===== config.mk =====
export PLATFORM = sky130hd
export DESIGN_NAME = device_option_word_decoder
export DESIGN_NICKNAME = d
export VERILOG_FILES = /design/src/option_word_pkg.sv /design/src/device_option_word_decoder.sv
export SDC_FILE = /design/constraint.sdc
export NUM_CORES = 1
export LEC_CHECK = 0
export ABC_AREA = 1
export BUFFER_PORTS_ARGS = -buffer_cell sky130_fd_sc_hd__buf_4
export CORE_ASPECT_RATIO = 0.7
export CORE_MARGIN = 2
export CORE_UTILIZATION = 30
export DETAILED_ROUTE_END_ITERATION = 7
export HOLD_SLACK_MARGIN = 0.05
export MAX_ROUTING_LAYER = met4
export PLACE_DENSITY = 0.53
export SYNTH_ARGS = -nofsm -noshare
export SYNTH_HDL_FRONTEND = slang
export SYNTH_SLANG_ARGS = --single-unit

===== constraint.sdc =====
create_clock -name core_clk -period 4.6 [get_ports core_clk]
set_input_delay 0.69 -clock core_clk [delete_from_list [all_inputs] [get_ports core_clk]]
set_output_delay 0.69 -clock core_clk [all_outputs]
set_load 0.1 [all_outputs]

===== src/option_word_pkg.sv =====
/*
 * Shared constants and types for the device option word decoder:
 * word layout, erased value, write guard limits and start-up timing.
 * Assumes a single 40 MHz core clock.
 */
package option_word_pkg;

    localparam int          WORD_W        = 14;
    localparam int          ADDR_W        = 14;
    localparam int          PMEM_AW       = 13;
    localparam logic [13:0] OPTION_ADDR   = 14'h2007;
    localparam logic [13:0] ERASED_WORD   = 14'h3FFF;
    // bit 12 and bits 5..4 are not implemented
    localparam logic [13:0] UNIMP_MASK    = 14'h1030;

    localparam int FLASH_PROT_BIT = 13;
    localparam int DEBUG_BIT      = 11;
    localparam int GUARD_LSB      = 9;
    localparam int EEPROM_BIT     = 8;
    localparam int LVP_BIT        = 7;
    localparam int BOR_BIT        = 6;
    localparam int POWERUP_DELAY_TIMER_BIT       = 3;
    localparam int WDT_BIT        = 2;
    localparam int OSC_LSB        = 0;

    // top of the blocked range per guard value and top of memory, larger variant
    localparam logic [12:0] BIG_LIM_10  = 13'h00FF;
    localparam logic [12:0] BIG_LIM_01  = 13'h07FF;
    localparam logic [12:0] BIG_LIM_00  = 13'h0FFF;
    localparam logic [12:0] BIG_TOP     = 13'h1FFF;
    // smaller variant
    localparam logic [12:0] SML_LIM_10  = 13'h00FF;
    localparam logic [12:0] SML_LIM_01  = 13'h03FF;
    localparam logic [12:0] SML_LIM_00  = 13'h07FF;
    localparam logic [12:0] SML_TOP     = 13'h0FFF;

    localparam int CLK_HZ        = 40_000_000;
    localparam int POWERUP_DELAY_TIMER_MS       = 72;
    localparam int POWERUP_DELAY_TIMER_CYCLES   = POWERUP_DELAY_TIMER_MS * (CLK_HZ / 1000);
    localparam int OST_CYCLES    = 1024;
    localparam int WDT_TICKS     = 2048;

    typedef enum logic [1:0] {
        LOW_POWER_CRYSTAL  = 2'b00,
        STANDARD_CRYSTAL   = 2'b01,
        HIGH_SPEED_CRYSTAL = 2'b10,
        RESISTOR_CAP_OSC   = 2'b11
    } osc_mode_type;

    typedef struct packed {
        logic         flashProtect;
        logic         eepromProtect;
        logic         debugEn;
        logic         lowVoltProgEn;
        logic         brownoutResetEn;
        logic         powerupDelayEn;
        logic         watchdogRunEn;
        logic [1:0]   selfWriteGuard;
        osc_mode_type oscModeSelect;
    } option_ctrl_type;

    typedef struct packed {
        logic         mclrN;
        logic         hvProg;
        logic         lvProg;
        logic         brownout;
        logic         wdtOsc;
    } pin_sync_type;

endpackage : option_word_pkg


===== src/device_option_word_decoder.sv =====
/*
 * Device option word: storage written by the external programmer,
 * decode into control outputs latched at reset, start-up hold timers,
 * watchdog fed by its own oscillator, sleep and wake, self-write guard.
 * Assumes pins arrive asynchronously; core strobes are on core_clk.
 */
//
// Contract
// [RULE_01] programmed option bit reads 0, erased 1
// [RULE_02] erased word reads all fourteen ones
// [RULE_03] word at 2007h, reachable only programming
// [RULE_04] top bit 0 protects all program memory
// [RULE_05] unimplemented option bits always read one
// [RULE_06] debug bit 0 gives debugger two pins
// [RULE_07] large variant guard blocks low ranges
// [RULE_08] small variant guard blocks smaller ranges
// [RULE_09] eeprom bit 0 protects data eeprom
// [RULE_10] low-voltage bit selects programming entry pin
// [RULE_11] brown-out reset enabled when bit one
// [RULE_12] power-up timer enable bit active low
// [RULE_13] power-up timer holds reset 72 ms
// [RULE_14] watchdog bit on, software cannot disable
// [RULE_15] watchdog clocked by own oscillator
// [RULE_16] two bits select oscillator mode
// [RULE_17] start-up timer holds until crystal stable
// [RULE_18] sleep ends on reset, watchdog, interrupt
// [RULE_19] sample at reset, hold outputs while running
module device_option_word_decoder
    import option_word_pkg::*;
#(
    parameter int  POWERUP_DELAY_TIMER_COUNT = POWERUP_DELAY_TIMER_CYCLES,
    parameter int  OST_COUNT  = OST_CYCLES,
    parameter int  WDT_COUNT  = WDT_TICKS,
    parameter bit  LARGE_MEM  = 1'b1
) (
    // clock and power-on reset
    input  wire logic                          core_clk,
    input  wire logic                          rst_n,
    // pins
    input  wire logic                          masterClearPin_n,
    input  wire logic                          masterClearHighVolt,
    input  wire logic                          lowVoltProgInput,
    input  wire logic                          brownoutDetect,
    input  wire logic                          watchdogOscClk,
    // programming port
    input  wire logic [option_word_pkg::ADDR_W-1:0] progAddr,
    input  wire logic [option_word_pkg::WORD_W-1:0] progWrData,
    input  wire logic                          progWrite,
    input  wire logic                          progRead,
    input  wire logic                          progErase,
    output logic [option_word_pkg::WORD_W-1:0] progRdData,
    output logic                               progAck,
    output logic                               progModeActive,
    // core side
    input  wire logic                          sleepReq,
    input  wire logic                          watchdogClear,
    input  wire logic                          irqPending,
    input  wire logic [option_word_pkg::PMEM_AW-1:0] selfWrAddr,
    output logic                               selfWrAllowed,
    // decoded controls and reset status
    output option_word_pkg::option_ctrl_type   ctrl,
    output logic                               debuggerPinsOwned,
    output logic                               progEntryPinOwned,
    output logic                               coreReset,
    output logic                               sleeping,
    output logic                               wakePulse,
    output logic                               watchdogResetFlag
);
    import option_word_pkg::*;

    typedef enum {
        ST_HOLD,
        ST_SAMPLE,
        ST_POWERUP_DELAY_TIMER,
        ST_OST,
        ST_RUN,
        ST_SLEEP
    } state_type;

    // last blocked address for a guard value on this variant
    function automatic logic [12:0] guardLimit(input logic [1:0] g);
        logic [12:0] lim;
        lim = '0;
        case (g)
            2'b10:   lim = LARGE_MEM ? BIG_LIM_10 : SML_LIM_10; // [RULE_07] [RULE_08]
            2'b01:   lim = LARGE_MEM ? BIG_LIM_01 : SML_LIM_01; // [RULE_07] [RULE_08]
            2'b00:   lim = LARGE_MEM ? BIG_LIM_00 : SML_LIM_00; // [RULE_07] [RULE_08]
            default: lim = '0;
        endcase
        return lim;
    endfunction : guardLimit

    function automatic option_ctrl_type decodeWord(input logic [13:0] w);
        option_ctrl_type c;
        c.flashProtect    = ~w[FLASH_PROT_BIT];                 // [RULE_04]
        c.eepromProtect   = ~w[EEPROM_BIT];                     // [RULE_09]
        c.debugEn         = ~w[DEBUG_BIT];                      // [RULE_06]
        c.lowVoltProgEn   = w[LVP_BIT];                         // [RULE_10]
        c.brownoutResetEn = w[BOR_BIT];                         // [RULE_11]
        c.powerupDelayEn  = ~w[POWERUP_DELAY_TIMER_BIT];                       // [RULE_12]
        c.watchdogRunEn   = w[WDT_BIT];                         // [RULE_14]
        c.selfWriteGuard  = w[GUARD_LSB +: 2];
        c.oscModeSelect   = osc_mode_type'(w[OSC_LSB +: 2]);    // [RULE_16]
        return c;
    endfunction : decodeWord

    // pin synchronisers; stage 2 is the first readable copy
    pin_sync_type syncA;
    pin_sync_type syncB;
    logic         wdtOscPrev;

    always_ff @(posedge core_clk or negedge rst_n) begin
        if (!rst_n) begin
            syncA      <= '{mclrN: 1'b0, default: 1'b0};
            syncB      <= '{mclrN: 1'b0, default: 1'b0};
            wdtOscPrev <= 1'b0;
        end else begin
            syncA      <= '{masterClearPin_n, masterClearHighVolt, lowVoltProgInput,
                            brownoutDetect, watchdogOscClk};
            syncB      <= syncA;
            wdtOscPrev <= syncB.wdtOsc;
        end
    end

    // state
    logic [13:0]     optionWord;
    option_ctrl_type ctrlLive;
    state_type       state;
    logic [31:0]     timer;
    logic [31:0]     wdtCount;
    logic            powerOn;

    logic [13:0]     next_optionWord;
    option_ctrl_type next_ctrl;
    state_type       next_state;
    logic [31:0]     next_timer;
    logic [31:0]     next_wdtCount;
    logic            next_powerOn;
    logic [13:0]     next_progRdData;
    logic            next_progAck;
    logic            next_progModeActive;
    logic            next_selfWrAllowed;
    logic            next_coreReset;
    logic            next_sleeping;
    logic            next_wakePulse;
    logic            next_watchdogResetFlag;

    logic            progEntry;
    logic            wdtTick;
    logic            wdtExpire;
    logic            resetCause;
    logic            isCrystal;
    logic [12:0]     lim;

    always_comb begin
        ctrlLive   = decodeWord(optionWord);
        // entry by high voltage, or by the pin when low-voltage is enabled
        progEntry  = syncB.hvProg | (ctrlLive.lowVoltProgEn & syncB.lvProg); // [RULE_10]
        wdtTick    = syncB.wdtOsc & ~wdtOscPrev;                             // [RULE_15]
        wdtExpire  = ctrl.watchdogRunEn && wdtTick
                     && (wdtCount == 32'(WDT_COUNT - 1));
        resetCause = ~syncB.mclrN | progEntry
                     | (ctrl.brownoutResetEn & syncB.brownout);              // [RULE_11]
        isCrystal  = ctrl.oscModeSelect != RESISTOR_CAP_OSC;
        lim        = guardLimit(ctrl.selfWriteGuard);

        next_optionWord        = optionWord;
        next_ctrl              = ctrl;
        next_state             = state;
        next_timer             = timer;
        next_wdtCount          = wdtCount;
        next_powerOn           = powerOn;
        next_progRdData        = progRdData;
        next_progAck           = 1'b0;
        next_progModeActive    = progEntry;
        next_selfWrAllowed     = 1'b0;
        next_wakePulse         = 1'b0;
        next_watchdogResetFlag = watchdogResetFlag;

        // programming access, only in programming mode and at its address
        if (progModeActive && progAddr == OPTION_ADDR) begin                 // [RULE_03]
            if (progErase) begin
                next_optionWord = ERASED_WORD;                               // [RULE_02]
                next_progAck    = 1'b1;
            end else if (progWrite) begin
                // a 0 programs a bit; unimplemented bits stay 1
                next_optionWord = (optionWord & progWrData) | UNIMP_MASK;    // [RULE_01] [RULE_05]
                next_progAck    = 1'b1;
            end else if (progRead) begin
                next_progRdData = optionWord | UNIMP_MASK;                   // [RULE_05]
                next_progAck    = 1'b1;
            end
        end else if (progModeActive && (progRead || progWrite || progErase)) begin
            next_progRdData = '0;
            next_progAck    = 1'b1;
        end

        // self-write check against the latched guard
        if (ctrl.selfWriteGuard == 2'b11) begin
            next_selfWrAllowed = selfWrAddr <= (LARGE_MEM ? BIG_TOP : SML_TOP); // [RULE_07]
        end else begin
            next_selfWrAllowed = (selfWrAddr > lim)
                && (selfWrAddr <= (LARGE_MEM ? BIG_TOP : SML_TOP));           // [RULE_07] [RULE_08]
        end

        // watchdog: held at zero in ST_HOLD and ST_SAMPLE, while the latched option bit is off, and while watchdogClear is high
        if (!ctrl.watchdogRunEn || state == ST_HOLD || state == ST_SAMPLE
            || watchdogClear) begin                                           // [RULE_14]
            next_wdtCount = '0;
        end else if (wdtTick) begin
            next_wdtCount = wdtExpire ? '0 : wdtCount + 32'd1;
        end

        case (state)
            ST_HOLD: begin
                if (!resetCause) begin
                    next_state = ST_SAMPLE;
                end
            end
            ST_SAMPLE: begin
                next_ctrl  = ctrlLive;                                        // [RULE_19]
                next_timer = '0;
                if (powerOn && ctrlLive.powerupDelayEn) begin
                    next_state = ST_POWERUP_DELAY_TIMER;                                     // [RULE_13]
                end else if (powerOn && ctrlLive.oscModeSelect != RESISTOR_CAP_OSC) begin
                    next_state = ST_OST;
                end else begin
                    next_state = ST_RUN;
                end
            end
            ST_POWERUP_DELAY_TIMER: begin
                next_timer = timer + 32'd1;
                if (timer == 32'(POWERUP_DELAY_TIMER_COUNT - 1)) begin                       // [RULE_13]
                    next_timer = '0;
                    next_state = isCrystal ? ST_OST : ST_RUN;
                end
            end
            ST_OST: begin
                next_timer = timer + 32'd1;
                if (timer == 32'(OST_COUNT - 1)) begin                        // [RULE_17]
                    next_timer = '0;
                    next_state = ST_RUN;
                end
            end
            ST_RUN: begin
                next_powerOn = 1'b0;
                if (sleepReq) begin
                    next_state = ST_SLEEP;
                end
                if (wdtExpire) begin
                    next_watchdogResetFlag = 1'b1;
                    next_state             = ST_HOLD;
                end
            end
            ST_SLEEP: begin
                if (wdtExpire || irqPending) begin                            // [RULE_18]
                    next_wakePulse = 1'b1;
                    next_state     = ST_RUN;
                end
            end
            default: begin
                next_state = ST_HOLD;
            end
        endcase

        // external reset, brown-out or programming entry wins
        if (resetCause) begin                                                 // [RULE_18]
            next_state = ST_HOLD;
            next_timer = '0;
            if (!syncB.mclrN) begin
                next_watchdogResetFlag = 1'b0;
            end
        end

        next_coreReset = next_state != ST_RUN && next_state != ST_SLEEP;     // [RULE_13] [RULE_17]
        next_sleeping  = next_state == ST_SLEEP;
    end

    always_ff @(posedge core_clk or negedge rst_n) begin
        if (!rst_n) begin
            optionWord        <= ERASED_WORD;                                 // [RULE_02]
            ctrl              <= decodeWord(ERASED_WORD);
            state             <= ST_HOLD;
            timer             <= '0;
            wdtCount          <= '0;
            powerOn           <= 1'b1;
            progRdData        <= '0;
            progAck           <= 1'b0;
            progModeActive    <= 1'b0;
            selfWrAllowed     <= 1'b0;
            coreReset         <= 1'b1;
            sleeping          <= 1'b0;
            wakePulse         <= 1'b0;
            watchdogResetFlag <= 1'b0;
            debuggerPinsOwned <= 1'b0;
            progEntryPinOwned <= 1'b1;
        end else begin
            optionWord        <= next_optionWord;
            ctrl              <= next_ctrl;
            state             <= next_state;
            timer             <= next_timer;
            wdtCount          <= next_wdtCount;
            powerOn           <= next_powerOn;
            progRdData        <= next_progRdData;
            progAck           <= next_progAck;
            progModeActive    <= next_progModeActive;
            selfWrAllowed     <= next_selfWrAllowed;
            coreReset         <= next_coreReset;
            sleeping          <= next_sleeping;
            wakePulse         <= next_wakePulse;
            watchdogResetFlag <= next_watchdogResetFlag;
            debuggerPinsOwned <= next_ctrl.debugEn;                           // [RULE_06]
            progEntryPinOwned <= next_ctrl.lowVoltProgEn;                     // [RULE_10]
        end
    end

endmodule : device_option_word_decoder


* Word level (Yosys, flattened, before mapping)
Index checks and enable logic that the tools add are counted.
** Storage, ports and cells
- Register bits after elaboration :: 154
- Output and inout port bits :: 34
- Word-level logic and storage cells :: 132
- Input port bits :: 54
** Cells by class
- Bitwise operators :: 13
- Equal/unequal tests :: 21
- Reductions and logical operators :: 24
- Add/subtract/negate cells :: 2
- Magnitude comparators :: 2
- Mux-type cells :: 37
** Operators by type and width (count)
- $mux W32 :: 12
- $pmux W32 S6 :: 1
- $mux W14 :: 7
- $eq A32 B2 Y1 const B :: 3
- $pmux W32 S3 :: 1
- $add A32 B1 Y32 const B :: 2
- $eq A32 B3 Y1 const B :: 2
- $logic_not A32 Y1 :: 2
- $ne A32 B4 Y1 const B :: 2
- $pmux W12 S3 :: 1
- $eq A32 B1 Y1 const B :: 1
- $eq A32 B10 Y1 const B :: 1
- $eq A32 B11 Y1 const B :: 1
- $eq A32 B22 Y1 const B :: 1
- $eq A32 B4 Y1 const B :: 1
- $and A14 B14 Y14 :: 1
- $eq A14 B14 Y1 const B :: 1
- $gt A13 B12 Y1 :: 1
- $le A13 B13 Y1 const B :: 1
- $mux W1 :: 12
- $ne A2 B2 Y1 const B :: 5
- $mux W3 :: 3
- $logic_and A1 B1 Y1 :: 8
- $logic_or A1 B1 Y1 :: 6
- 11 further kinds :: 23

* Logic depth before layout (Yosys ltp)
Gate-level depths: netlist of the first run.
- Word-level depth :: 10
- Gate-level depth with buffers :: 14
- Depth with buffers taken out :: 13

* Worst setup path after synthesis of the first run
OpenSTA, ideal clock, no wires.
- Path kind :: reg-to-reg
- From :: register ctrl[3] (netlist name)
- To :: register selfWrAllowed
- Library setup time :: 0.120 ns
- Period minus slack after synthesis :: 2.084 ns
- Data required time :: 4.480 ns
- Cell stages (with the launch flop) :: 10
- Slack :: 2.516 ns
- Data arrival time :: 1.964 ns
- Path buffers :: 0
- Path through :: dfstp_2 nand2_1 inv_1 ha_1 a21oi_1 o221ai_1 nand3_1 o2111ai_1 nand2_1 nand2_1
** On the way
- Word-level cells in the longest chain between the ends :: 5
- Elaborated cells on any way between the ends :: 8
- Those cells by class :: order compare: 1; eq/ne: 3; mux: 2; reduce/logical: 2
** Ends and longest elaborated chain
- from (decl) :: line device_option_word_decoder.sv:61 : output option_word_pkg::option_ctrl_type ctrl,
- from (signal assigned) :: line device_option_word_decoder.sv:282 : ctrl <= decodeWord(ERASED_WORD);
- from (signal assigned) :: line device_option_word_decoder.sv:299 : ctrl <= next_ctrl;
- $eq A2 B1 Y1 (tied with other cells) :: line device_option_word_decoder.sv:84 : case (g)
- $pmux W12 S3 :: line device_option_word_decoder.sv:84
- $gt A13 B12 Y1 :: line device_option_word_decoder.sv:202 : next_selfWrAllowed = (selfWrAddr > lim)
- $logic_and A1 B1 Y1 :: line device_option_word_decoder.sv:203 : && (selfWrAddr <= (LARGE_MEM ? BIG_TOP : SML_TOP));
- $mux W1 (*) :: line device_option_word_decoder.sv:199 : if (ctrl.selfWriteGuard == 2'b11) begin
- net next_selfWrAllowed :: line device_option_word_decoder.sv:142 : logic next_selfWrAllowed;
- to (signal assigned) :: line device_option_word_decoder.sv:307 : selfWrAllowed <= next_selfWrAllowed;
- to (decl) :: line device_option_word_decoder.sv:59 : output logic selfWrAllowed,
Mark *: on every way through the listed nets, which the timed path passes. The rest lies on a longest branch.
A chain may end at the register's enable or synchronous reset.

* Final worst setup path of the first run
- From :: register state[27]
- To :: register timer[15]
** On the way
- Word-level cells in the longest chain between the ends :: 3
- Elaborated cells on any way between the ends :: 6
- Those cells by class :: eq/ne: 3; mux: 2; reduce/logical: 1
** Ends and longest elaborated chain
- from (decl) :: line device_option_word_decoder.sv:128 : state_type state;
- from (signal assigned) :: line device_option_word_decoder.sv:300 : state <= next_state;
- $eq A32 B2 Y1 or $eq A32 B1 Y1 (tied branches) :: line device_option_word_decoder.sv:214 : case (state)
- $pmux W32 S3 :: line device_option_word_decoder.sv:214
- $mux W32 :: line device_option_word_decoder.sv:267 : if (resetCause) begin
- to (signal assigned) :: line device_option_word_decoder.sv:301 : timer <= next_timer;
- to (decl) :: line device_option_word_decoder.sv:129 : logic [31:0] timer;
Several ways; a longest one is shown, not always the timed one.

==> reports/metrics.csv, run 1 <==
stage,metric,value,unit
synthesis,synth_largest_area_cell,dfrtp_1,
floorplan,initial_core_util,0.306,
critical_path,crit_buf_inv,1,
timing,fin_worst_skew,8.58,ps
clock_tree,cts_tree,yes,
critical_path,critPathMaxStageDelay,500,ps
global_routing,grt_max_degree,71,
timing,max_freq,370,MHz
synthesis,synth_edf_count,0,
drt,drtIter0Drc,637,
floorplan,chipWidth,202,microns
critical_path,critPathLaunchType,flop,
timing,finalMaxSlewViolations,0,
synthesis,synth_cell_types,40,
run,drv_cap,0,
timing,min_period_over_period,0.588,
synthesis,synth.cell_area,8190,sq um
drt,ant_nets,0,
drt,firstDrtPassIters,5,
final_layout,mostFrequentLayoutCells,"297 x nand2_1, 157 x nor2_1, 129 x dfrtp_1",
synthesis,ys_seq_area_frac,0.458,
timing,grt_setup_unrepaired,no,
timing,finalSetupTns,0,ps
critical_path,cp_slowest_cell,nor2_2,
timing,fin_crit,2710,ps
critical_path,crit_fanout,53,
synthesis,ys_warn_count,0,
synthesis,synth_top_area_share,0.394,
pwr,finalPower,3040,uW
clock_tree,max-clock-path-buffers,2,
final_layout,insertedDiodeCount,0,
synthesis,synth_seq_cells,149,
timing,hold_viol,0,
timing,setup_viol,0,
critical_path,crit_family,simple AND/OR/NAND/NOR gates,
clock_tree,cts_root_buffer,clkbuf_16,
drt,drcViolationCount,0,
global_routing,overflow,0,
critical_path,path_cells,nor2_1 > nand2_1 > nor2_2 > nand2_2 > nor2_2 > inv_4 > nand3_4 > nand2_1 > xor2_1 > a21oi_1,
placement,dpl.hpwl,16.8,mm
final_layout,syn2layout_area_growth,21.4,%
critical_path,cp-end-kind,flop,
floorplan,design.core.area,26800,sq um
timing,worst_slew_pin_slew,681,ps
final_layout,drive_above_1_share,0.139,
worst_hold_path,hold_path_class,primary input to async pin,
pwr,leakagePower,0.00430,uW
drt,wl,22.8,mm
clock_tree,clk_pin_slew,60,ps
global_routing,grt_first_pass_wirelength,37.6,mm
critical_path,required,4950,ps
floorplan,ioPinCount,88,
clock_tree,htree_levels,4,
placement,placement.io_buffers,84,
critical_path,arrival,3050,ps
floorplan,die-area,28700,sq um
drt,wl_per_cell,14.5,microns
clock_tree,clk_latency,430,ps
pwr,irDropWorstVdd,241,uV
clock_tree,cts_num_sinks,149,
global_routing,grt_pass1_vias,7049,
placement,routabilityCongestion,0.918,
clock_tree,cts_buffers,17,
synthesis,ys_top_cells_by_area,"dfrtp_1 39%, nand2_1 14%, nor2_1 7.2%, dfstp_2 6.4%, inv_1 4.6%",
clock_tree,cts_hold_buf,0,
synthesis,netlist_instances,1083,
final_layout,layout_commonest_cell,nand2_1,
synthesis,ys.flop_type,dfrtp_1,
run_status,status,"complete, no violations",
global_routing,antenna_found_initial,0,
pwr,p_per_area,305,nW/um^2
floorplan,die_h,142,microns
synthesis,synthArstFlopShare,1.00,
timing,slew_headroom,0.545,
floorplan,std_cell_rows,50,
clock_tree,postCtsResizedCells,0,
synthesis,syn_avg_cell_area,7.56,sq um
drt,num_vias,7381,
drt,via_per_inst,4.70,
global_routing,grt_usage,0.170,
critical_path,critPathKind,flop to flop,
final_layout,nNetsFinal,1261,
clock_tree,postCtsSetupRepairBufs,0,
-- final cells by class --
cell class / count / area [sq um]
fill: 2796 / 16800
multi-input combinational: 826 / 3980
sequential: 149 / 3750
timing repair buffer: 91 / 687
clock buffer: 25 / 495
tap: 364 / 455
inverter: 108 / 410
clock inverter: 7 / 168
-- state kept, by name, summed over array words and instances (netlist names), 5 cells and up --
name / count
ctrl: 9
optionWord: 11
progRdData: 12
state: 32
syncA: 5
syncB: 5
timer: 32
wdtCount: 32
-- synthesized netlist by cell type (3+ instances only) --
cell       number
nor2_1        157
dfstp_2        20
buf_4           6
dfrtp_1       129
nand2_1       297
nand2_2         5
nor2_4          4
buf_2           9
inv_2           3
xor2_1         32
xnor2_1         7
clkbuf_1       11
nand3_1        66
o2111ai_1       6
ha_1           14
a21oi_1        31
nand4_1        26
o21ai_0        64
o31ai_1        16
inv_1         101
nor4_1          7
nor3_1         38
nor2_2          9
o21ai_1         5
-- where the power goes --
group	switching, uW	total [uW]	internal (uW)
Clock	554	1580	1020
Sequential	5.64	1340	1330
Combinational	81.2	122	41.2
Total	641	3040	2400
-- through the flow --
stage          cell area, sq um  hold slack (ps)  worst slack (ps)  std cells   util
2_1_floorplan              8300              331              2520       1111      -
3_3_place_gp               9290              333              1880       1538  0.347
3_5_place_dp               9290              336              1850       1538  0.347
4_1_cts                    9950              297              1810       1570  0.372
5_1_grt                    9950              328              1550       1570  0.372
6_report                   9950              280              1890       1570  0.372
-- worst paths after layout --
check | from | end | slack [ps] | cells after the start
max | state[27] | timer[15] | 1890 | 10
min in group core_clk | syncA[4] | syncB[4] | 350 | 0
max in group asynchronous | rst_n | optionWord[8] | 3310 | 2
min | rst_n | wdtCount[25] | 280 | 1
min reg2reg | syncA[4] | syncB[4] | 350 | 0
max reg2reg | state[27] | timer[15] | 1890 | 10
-- logic make-up after synthesis --
family	share of synthesized area
adder cells (fa/ha/maj)	0.0214
flip-flops	0.458
XOR/XNOR	0.0417
other	0.000458
AO/OA/AOI/OAI	0.0861
AND/OR/NAND/NOR	0.323
buffers and inverters	0.0689
-- worst reg2reg max path, cell delays in order, from the launching register on --
cell and delay [ps]:
dfrtp_1 360, nor2_1 110, nand2_1 80, nor2_2 240, nand2_2 190, nor2_2 500
inv_4 220, nand3_4 470, nand2_1 150, xor2_1 170, a21oi_1 140
-- per-layer routing --
layer,up-vias,share of wire,global-route usage
li1,3709,-,-
met1,3438,0.54,0.259
met2,222,0.38,0.223
met3,12,0.076,0.0414
met4,0,0.0068,0.0360
met5,-,0,-
(Power assumes the default switching activity.)
==> inputs of run 2 (changes only) <==
ABC_AREA = 0   (was 1)
PLACE_DENSITY = 0.54   (was 0.53)
clock period = 2.71 ns   (was 4.6 ns; I/O delays follow)
==> run 2 against run 1 <==
Effect of this change:
- utilization increased by 1.7 points
- critical path depth shrank 4
- worst setup slack worse by 1800 ps
- register-to-register slack lost 1800 ps
- non-clock buffer count grew 22
- global-route usage shrank 1.7 points
- first-iteration DRC count fell by 40%
- combinational power is 63% higher
- total power grew 61%
- final area is 11% lower
- die area down 14%
- critical endpoint is now timer[20]
- largest power group unchanged
==> reports/metrics.csv, run 2 <==
stage,metric,value,unit,change
timing,fin_ws,88.8,ps,was 1890 ps
pwr,leakagePower,0.00374,uW,was 0.00430 uW
timing,hold_viol,0,,unchanged
timing,max_freq,382,MHz,was 370 MHz
timing,setup_viol,0,,unchanged
drt,num_vias,5692,,"was 7,381"
critical_path,cp-end-kind,flop,,unchanged
clock_tree,htree_levels,4,,unchanged
timing,fin_crit,2620,ps,was 2710 ps
critical_path,path_cells,or4_4 > nor4_4 > nand4_1 > or3_4 > or4_1 > nand3_1,,was nor2_1 > nand2_1 > nor2_2 > nand2_2 > nor2_2 > inv_4 > nand3_4 > nand2_1 > xor2_1 > a21oi_1
final_layout,regArea,3750,sq um,unchanged
worst_hold_path,holdPathEnd,syncA[2],,
clock_tree,cts_tree,yes,,unchanged
final_layout,mostFrequentLayoutCells,"129 x dfrtp_1, 109 x buf_4, 77 x nand2_1",,"was 297 x nand2_1, 157 x nor2_1, 129 x dfrtp_1"
synthesis,ys_top_cells_by_area,"dfrtp_1 46%, dfstp_2 7.5%, nand2_1 4.1%, o21ai_0 3.9%, a21oi_1 2.9%",,"was dfrtp_1 39%, nand2_1 14%, nor2_1 7.2%, dfstp_2 6.4%, inv_1 4.6%"
final_layout,top_regs,"state x32, timer x32, wdtCount x32",,unchanged
timing,slew_headroom,0.442,,was 0.545
critical_path,crit_fanout,15,,was 53
clock_tree,clk_pin_slew,60,ps,about the same
floorplan,design.core.area,22800,sq um,"was 26,800 sq um"
synthesis,synth_cell_types,57,,was 40
clock_tree,cts_root_buffer,clkbuf_16,,unchanged
clock_tree,cts_buffers,17,,unchanged
synthesis,ys_warn_count,0,,unchanged
global_routing,antenna_found_initial,0,,unchanged
drt,ant_nets,0,,unchanged
synthesis,synth_top_family_by_area,simple AND/OR/NAND/NOR gates,,unchanged
critical_path,r2r_start,state[16],,was state[27]
placement,placement.io_buffers,84,,unchanged
synthesis,syn_avg_cell_area,10.0,sq um,was 7.56 sq um
run,drv_cap,0,,unchanged
final_layout,nNetsFinal,895,,"was 1,261"
synthesis,netlist_instances,699,,"was 1,083"
global_routing,overflow,0,,unchanged
worst_hold_path,min-delay-start,lowVoltProgInput,,
timing,fin_worst_skew,9.84,ps,was 8.58 ps
global_routing,grt_max_degree,66,,was 71
pwr,irDropWorstVdd,400,uV,was 241 uV
global_routing,grt_first_pass_wirelength,29.5,mm,was 37.6 mm
run_status,status,"complete, no violations",,unchanged
final_layout,syn2layout_area_growth,26.1,%,was 21.4%
drt,firstDrtPassIters,7,,was 5
pwr,p_per_area,551,nW/um^2,was 305 nW/um^2
placement,routabilityCongestion,0.836,,was 0.918
timing,min_period_over_period,0.967,,was 0.588
synthesis,synth.cell_area,7020,sq um,was 8190 sq um
clock_tree,clk_latency,430,ps,about the same
synthesis,synthArstFlopShare,1.00,,unchanged
final_layout,fill_cells,2284,,"was 2,796"
worst_hold_path,whs_path_depth,1,,
drt,wl,17.4,mm,was 22.8 mm
critical_path,critPathMaxStageDelay,550,ps,was 500 ps
synthesis,synthMuxAreaShare,0.0198,,was 0
clock_tree,max-clock-path-buffers,2,,unchanged
synthesis,synth-adder-area-share,0.0249,,was 0.0214
critical_path,critPathKind,flop to flop,,unchanged
final_layout,insertedDiodeCount,0,,unchanged
timing,grt_setup_unrepaired,no,,unchanged
worst_hold_path,hold_path_class,primary input to flop,,was primary input to async pin
critical_path,rr_worst_depth,6,,was 10
drt,drtIter0Drc,383,,was 637
drt,via_per_inst,4.94,,was 4.70
pwr,finalPower,4880,uW,was 3040 uW
floorplan,std_cell_rows,46,,was 50
drt,wl_per_cell,15.1,microns,was 14.5 microns
placement,dp_slack,94.2,ps,was 1850 ps
placement,dpl.hpwl,12.5,mm,was 16.8 mm
final_layout,multiInputGateArea,3170,sq um,was 3980 sq um
global_routing,grt_pass1_vias,5454,,"was 7,049"
final_layout,layout_commonest_cell,dfrtp_1,,was nand2_1
synthesis,synth-simple-area-share,0.226,,was 0.323
floorplan,initial_core_util,0.308,,was 0.306
final_layout,drive_above_1_share,0.215,,was 0.139
critical_path,regToRegSetupSlack,90,ps,was 1890 ps
synthesis,ys.flop_type,dfrtp_1,,unchanged
floorplan,ioPinCount,88,,unchanged
clock_tree,cts_num_sinks,149,,unchanged
global_routing,grt_usage,0.154,,was 0.170
synthesis,ys_seq_area_frac,0.535,,was 0.458
synthesis,synth_largest_area_cell,dfrtp_1,,unchanged
synthesis,synth_top_area_share,0.460,,was 0.394
timing,worst_slew_pin_slew,837,ps,was 681 ps
drt,drcViolationCount,0,,unchanged
critical_path,worstReg2RegEnd,timer[20],,was timer[15]
floorplan,die_h,132,microns,was 142 microns
floorplan,die-area,24700,sq um,"was 28,700 sq um"
synthesis,synth_edf_count,0,,unchanged
critical_path,arrival,2980,ps,was 3050 ps
critical_path,required,3070,ps,was 4950 ps
synthesis,netlist_top_cells_count,"129 x dfrtp_1, 77 x nand2_1, 55 x o21ai_0",,"was 297 x nand2_1, 157 x nor2_1, 129 x dfrtp_1"
synthesis,synth_xor_area_frac,0.0262,,was 0.0417
critical_path,cp_slowest_cell,or3_4,,was nor2_2
synthesis,synth_compound_area_frac,0.138,,was 0.0861
timing,finalMaxSlewViolations,0,,unchanged
synthesis,yosysMostFrequentCell,dfrtp_1,,was nand2_1
floorplan,chipWidth,187,microns,was 202 microns
clock_tree,postCtsSetupRepairBufs,0,,unchanged
timing,finalSetupTns,0,ps,unchanged
synthesis,synth_seq_cells,149,,unchanged
critical_path,critPathLaunchType,flop,,unchanged
[run 2: cell count changes after synthesis, sizes merged, moves of 12 or more]
cell,before,now
or4,0,13
nand2,303,77
and3,0,13
xor2,32,15
nor3,39,20
nand3,68,35
inv,106,17
o21ai,69,57
nor2,170,43
or3,0,21
[run 2: timing repair]
action | CTS | global route
resized for setup | 0 | 2
hold endpoints to repair | 53 | 0
hold buffers | 1 | 0
endpoints found under the setup margin | 0 | 11
[run 2: area by class of cell]
cell class              instances  share of cell area
well taps                     312              0.0441
multi-input cells             529               0.358
flip-flops and latches        149               0.424
repair buffers                113              0.0993
inverters                      17             0.00721
clock inverters                12              0.0161
clock buffers                  20              0.0516
[run 2: worst max-delay path by stage]
| stage | from | end | slack (ps) | cells past startpoint |
|---|---|---|---|---|
| final | state[16] | timer[20] | 90 | 6 |
| after floorplan | ctrl[4] | wdtCount[10] | 290 | 7 |
| after global routing | state[16] | timer[11] | 5 | 8 |
| after CTS | state[24] | timer[20] | 80 | 6 |
| after detailed placement | state[24] | timer[20] | 90 | 6 |
| after global placement | state[24] | timer[20] | 130 | 6 |
[run 2: report_power, final]
part | switching (uW) | internal [uW] | total [uW]
Combinational | 120 | 79.1 | 199
Clock | 988 | 1420 | 2410
Sequential | 12.1 | 2260 | 2270
[run 2: worst max-delay path, delay by kind of cell (launching register included)]
kind,cells,cell delay [ps]
DFF,1,360
and+or+nand+nor,6,2200
[run 2: logic make-up after synthesis]
group	count (synthesis)
xor gates and xnor gates	21
AOI/OAI and AO/OA	156
DFF	149
and+or+nand+nor	296
muxes	13
adders and majority gates	14
buffers and inverters	49
other	1
[run 2: layer usage]
layer | GRT usage | part of all wire
met1 | 0.226 | 0.53
met2 | 0.206 | 0.42
met3 | 0.0319 | 0.040
met4 | 0.0538 | 0.012
met5 | - | 0
[run 2: through the flow]
stage	instance area, sq um	util	hold WS [ps]	instances
finish	8850	0.389	79.9	1152
CTS	8850	0.388	56.9	1152
detailed placement	8240	0.361	335	1119
global placement	8240	0.361	332	1119
floorplan	7130	-	111	727
global route	8850	0.389	54.0	1152
==> inputs of run 3 (changes only) <==
CTS_BUF_LIST = sky130_fd_sc_hd__clkbuf_4 sky130_fd_sc_hd__clkbuf_8 sky130_fd_sc_hd__clkbuf_16   (was not set)
==> run 3 against run 2 <==
Effect of this change:
- utilization about the same
- critical path depth stayed put
- die area unchanged
- final cell count stayed put
- sequential power about the same
- critical path type unchanged
- highest routed layer unchanged
==> reports/metrics.csv, run 3 (same netlist as run 2, synthesis figures left out) <==
stage,metric,value,unit,change
timing,fin_worst_skew,11.0,ps,was 9.84 ps
critical_path,critPathKind,flop to flop,,unchanged
placement,routabilityCongestion,0.836,,unchanged
worst_hold_path,hold_path_class,primary input to flop,,unchanged
timing,finalMaxSlewViolations,0,,unchanged
drt,ant_nets,0,,unchanged
final_layout,mostFrequentLayoutCells,"129 x dfrtp_1, 109 x buf_4, 77 x nand2_1",,unchanged
global_routing,use_met3,0.0335,,was 0.0319
floorplan,initial_core_util,0.308,,unchanged
timing,hold_slack,73.6,ps,was 79.9 ps
timing,slew_headroom,0.446,,was 0.442
global_routing,grt_max_degree,66,,unchanged
pwr,leakagePower,0.00374,uW,about the same
floorplan,ioPinCount,88,,unchanged
clock_tree,clk_latency,430,ps,about the same
global_routing,antenna_found_initial,0,,unchanged
pwr,finalPower,4900,uW,was 4880 uW
clock_tree,clk_pin_slew,60,ps,about the same
run,drv_cap,0,,unchanged
placement,dp.cells,1119,,unchanged
placement,dpl.hpwl,12.5,mm,unchanged
clock_tree,cts_root_buffer,clkbuf_16,,unchanged
final_layout,regArea,3750,sq um,unchanged
timing,setup_viol,0,,unchanged
drt,wl_per_cell,15.1,microns,about the same
timing,worst_slew_pin_slew,831,ps,was 837 ps
critical_path,critPathLaunchType,flop,,unchanged
drt,drtIter0Drc,344,,was 383
drt,wl,17.4,mm,about the same
floorplan,die_h,132,microns,unchanged
drt,via_per_inst,4.93,,was 4.94
global_routing,grt_usage,0.154,,about the same
final_layout,syn2layout_area_growth,26.2,%,was 26.1%
run_status,status,"complete, no violations",,unchanged
placement,placement.io_buffers,84,,unchanged
floorplan,chipWidth,187,microns,unchanged
drt,drcViolationCount,0,,unchanged
floorplan,std_cell_rows,46,,unchanged
drt,firstDrtPassIters,5,,was 7
final_layout,drive_above_1_share,0.217,,was 0.215
critical_path,crit_fanout,15,,unchanged
final_layout,instances_no_fill,1152,,unchanged
global_routing,grt_first_pass_wirelength,29.5,mm,about the same
final_layout,top_regs,"state x32, timer x32, wdtCount x32",,unchanged
critical_path,arrival,2990,ps,was 2980 ps
final_layout,multiInputGateArea,3170,sq um,unchanged
final_layout,insertedDiodeCount,0,,unchanged
timing,min_period_over_period,0.969,,was 0.967
final_layout,layout_commonest_cell,dfrtp_1,,unchanged
clock_tree,cts_tree,yes,,unchanged
clock_tree,htree_levels,4,,unchanged
global_routing,grt_pass1_vias,5458,,"was 5,454"
timing,fin_crit,2630,ps,was 2620 ps
floorplan,die-area,24700,sq um,unchanged
final_layout,fill_cells,2284,,unchanged
timing,grt_setup_unrepaired,no,,unchanged
clock_tree,cts_num_sinks,149,,unchanged
clock_tree,max-clock-path-buffers,2,,unchanged
timing,finalSetupTns,0,ps,unchanged
clock_tree,cts_buffers,17,,unchanged
pwr,irDropWorstVdd,407,uV,was 400 uV
global_routing,top_usage_layer,met1,,unchanged
critical_path,cp-end-kind,flop,,unchanged
drt,num_vias,5677,,"was 5,692"
pwr,p_per_area,553,nW/um^2,was 551 nW/um^2
global_routing,overflow,0,,unchanged
timing,max_freq,381,MHz,was 382 MHz
global_routing,grt_use_met1,0.226,,unchanged
global_routing,grtUsageMet2,0.206,,about the same
timing,hold_viol,0,,unchanged
floorplan,design.core.area,22800,sq um,unchanged
critical_path,required,3070,ps,about the same
final_layout,nNetsFinal,895,,unchanged
[run 3: report_power, final]
group	internal (uW)	switching (uW)	total, uW
Combinational	79.1	120	199
Sequential	2260	12.2	2270
Clock	1430	997	2430
Total	3770	1130	4900
[run 3: timing repair]
action / in CTS / in global routing
resized for setup: 0 / 2
setup endpoints to repair: 0 / 11
hold buffers: 1 / 0
buffers inserted: 0 / 0
endpoints found under the hold margin: 53 / 0
[run 3: final timing paths]
check	start	end	slack, ps	cells past startpoint
worst min-delay path	watchdogOscClk	syncA[0]	70	1
max in group asynchronous	rst_n	ctrl[3]	1400	3
worst min register to register	syncA[3]	syncB[3]	350	0
min in group asynchronous	rst_n	progRdData[11]	560	2
worst max-delay path	state[16]	timer[20]	80	6
worst max register to register	state[16]	timer[20]	80	6
[run 3: metal layers]
layer,part of all wire,wire (microns)
met1,0.53,9210
met2,0.42,7280
met3,0.041,710
met4,0.013,225
met5,0,0
[run 3: area by class of cell]
cell class / count / share of cell area
Tap cell: 312 / 0.0441
Clock buffer: 20 / 0.0520
Multi-Input combinational cell: 529 / 0.358
Clock inverter: 12 / 0.0161
Inverter: 17 / 0.00720
Timing Repair Buffer: 113 / 0.0993
Sequential cell: 149 / 0.424
[run 3: critical path, cell delays in order (launching register included)]
cell and delay, ps:
dfrtp_1 360, or4_4 540, nor4_4 260, nand4_1 270
or3_4 560, or4_1 490, nand3_1 90
[run 3: per-stage QoR]
step	worst slack, ps	area, sq um	util
after floorplan	285	7130	-
after global placement	127	8240	0.361
after detailed placement	94.2	8240	0.361
after CTS	78.8	8850	0.388
after global routing	2.83	8860	0.389
final	84.5	8860	0.389
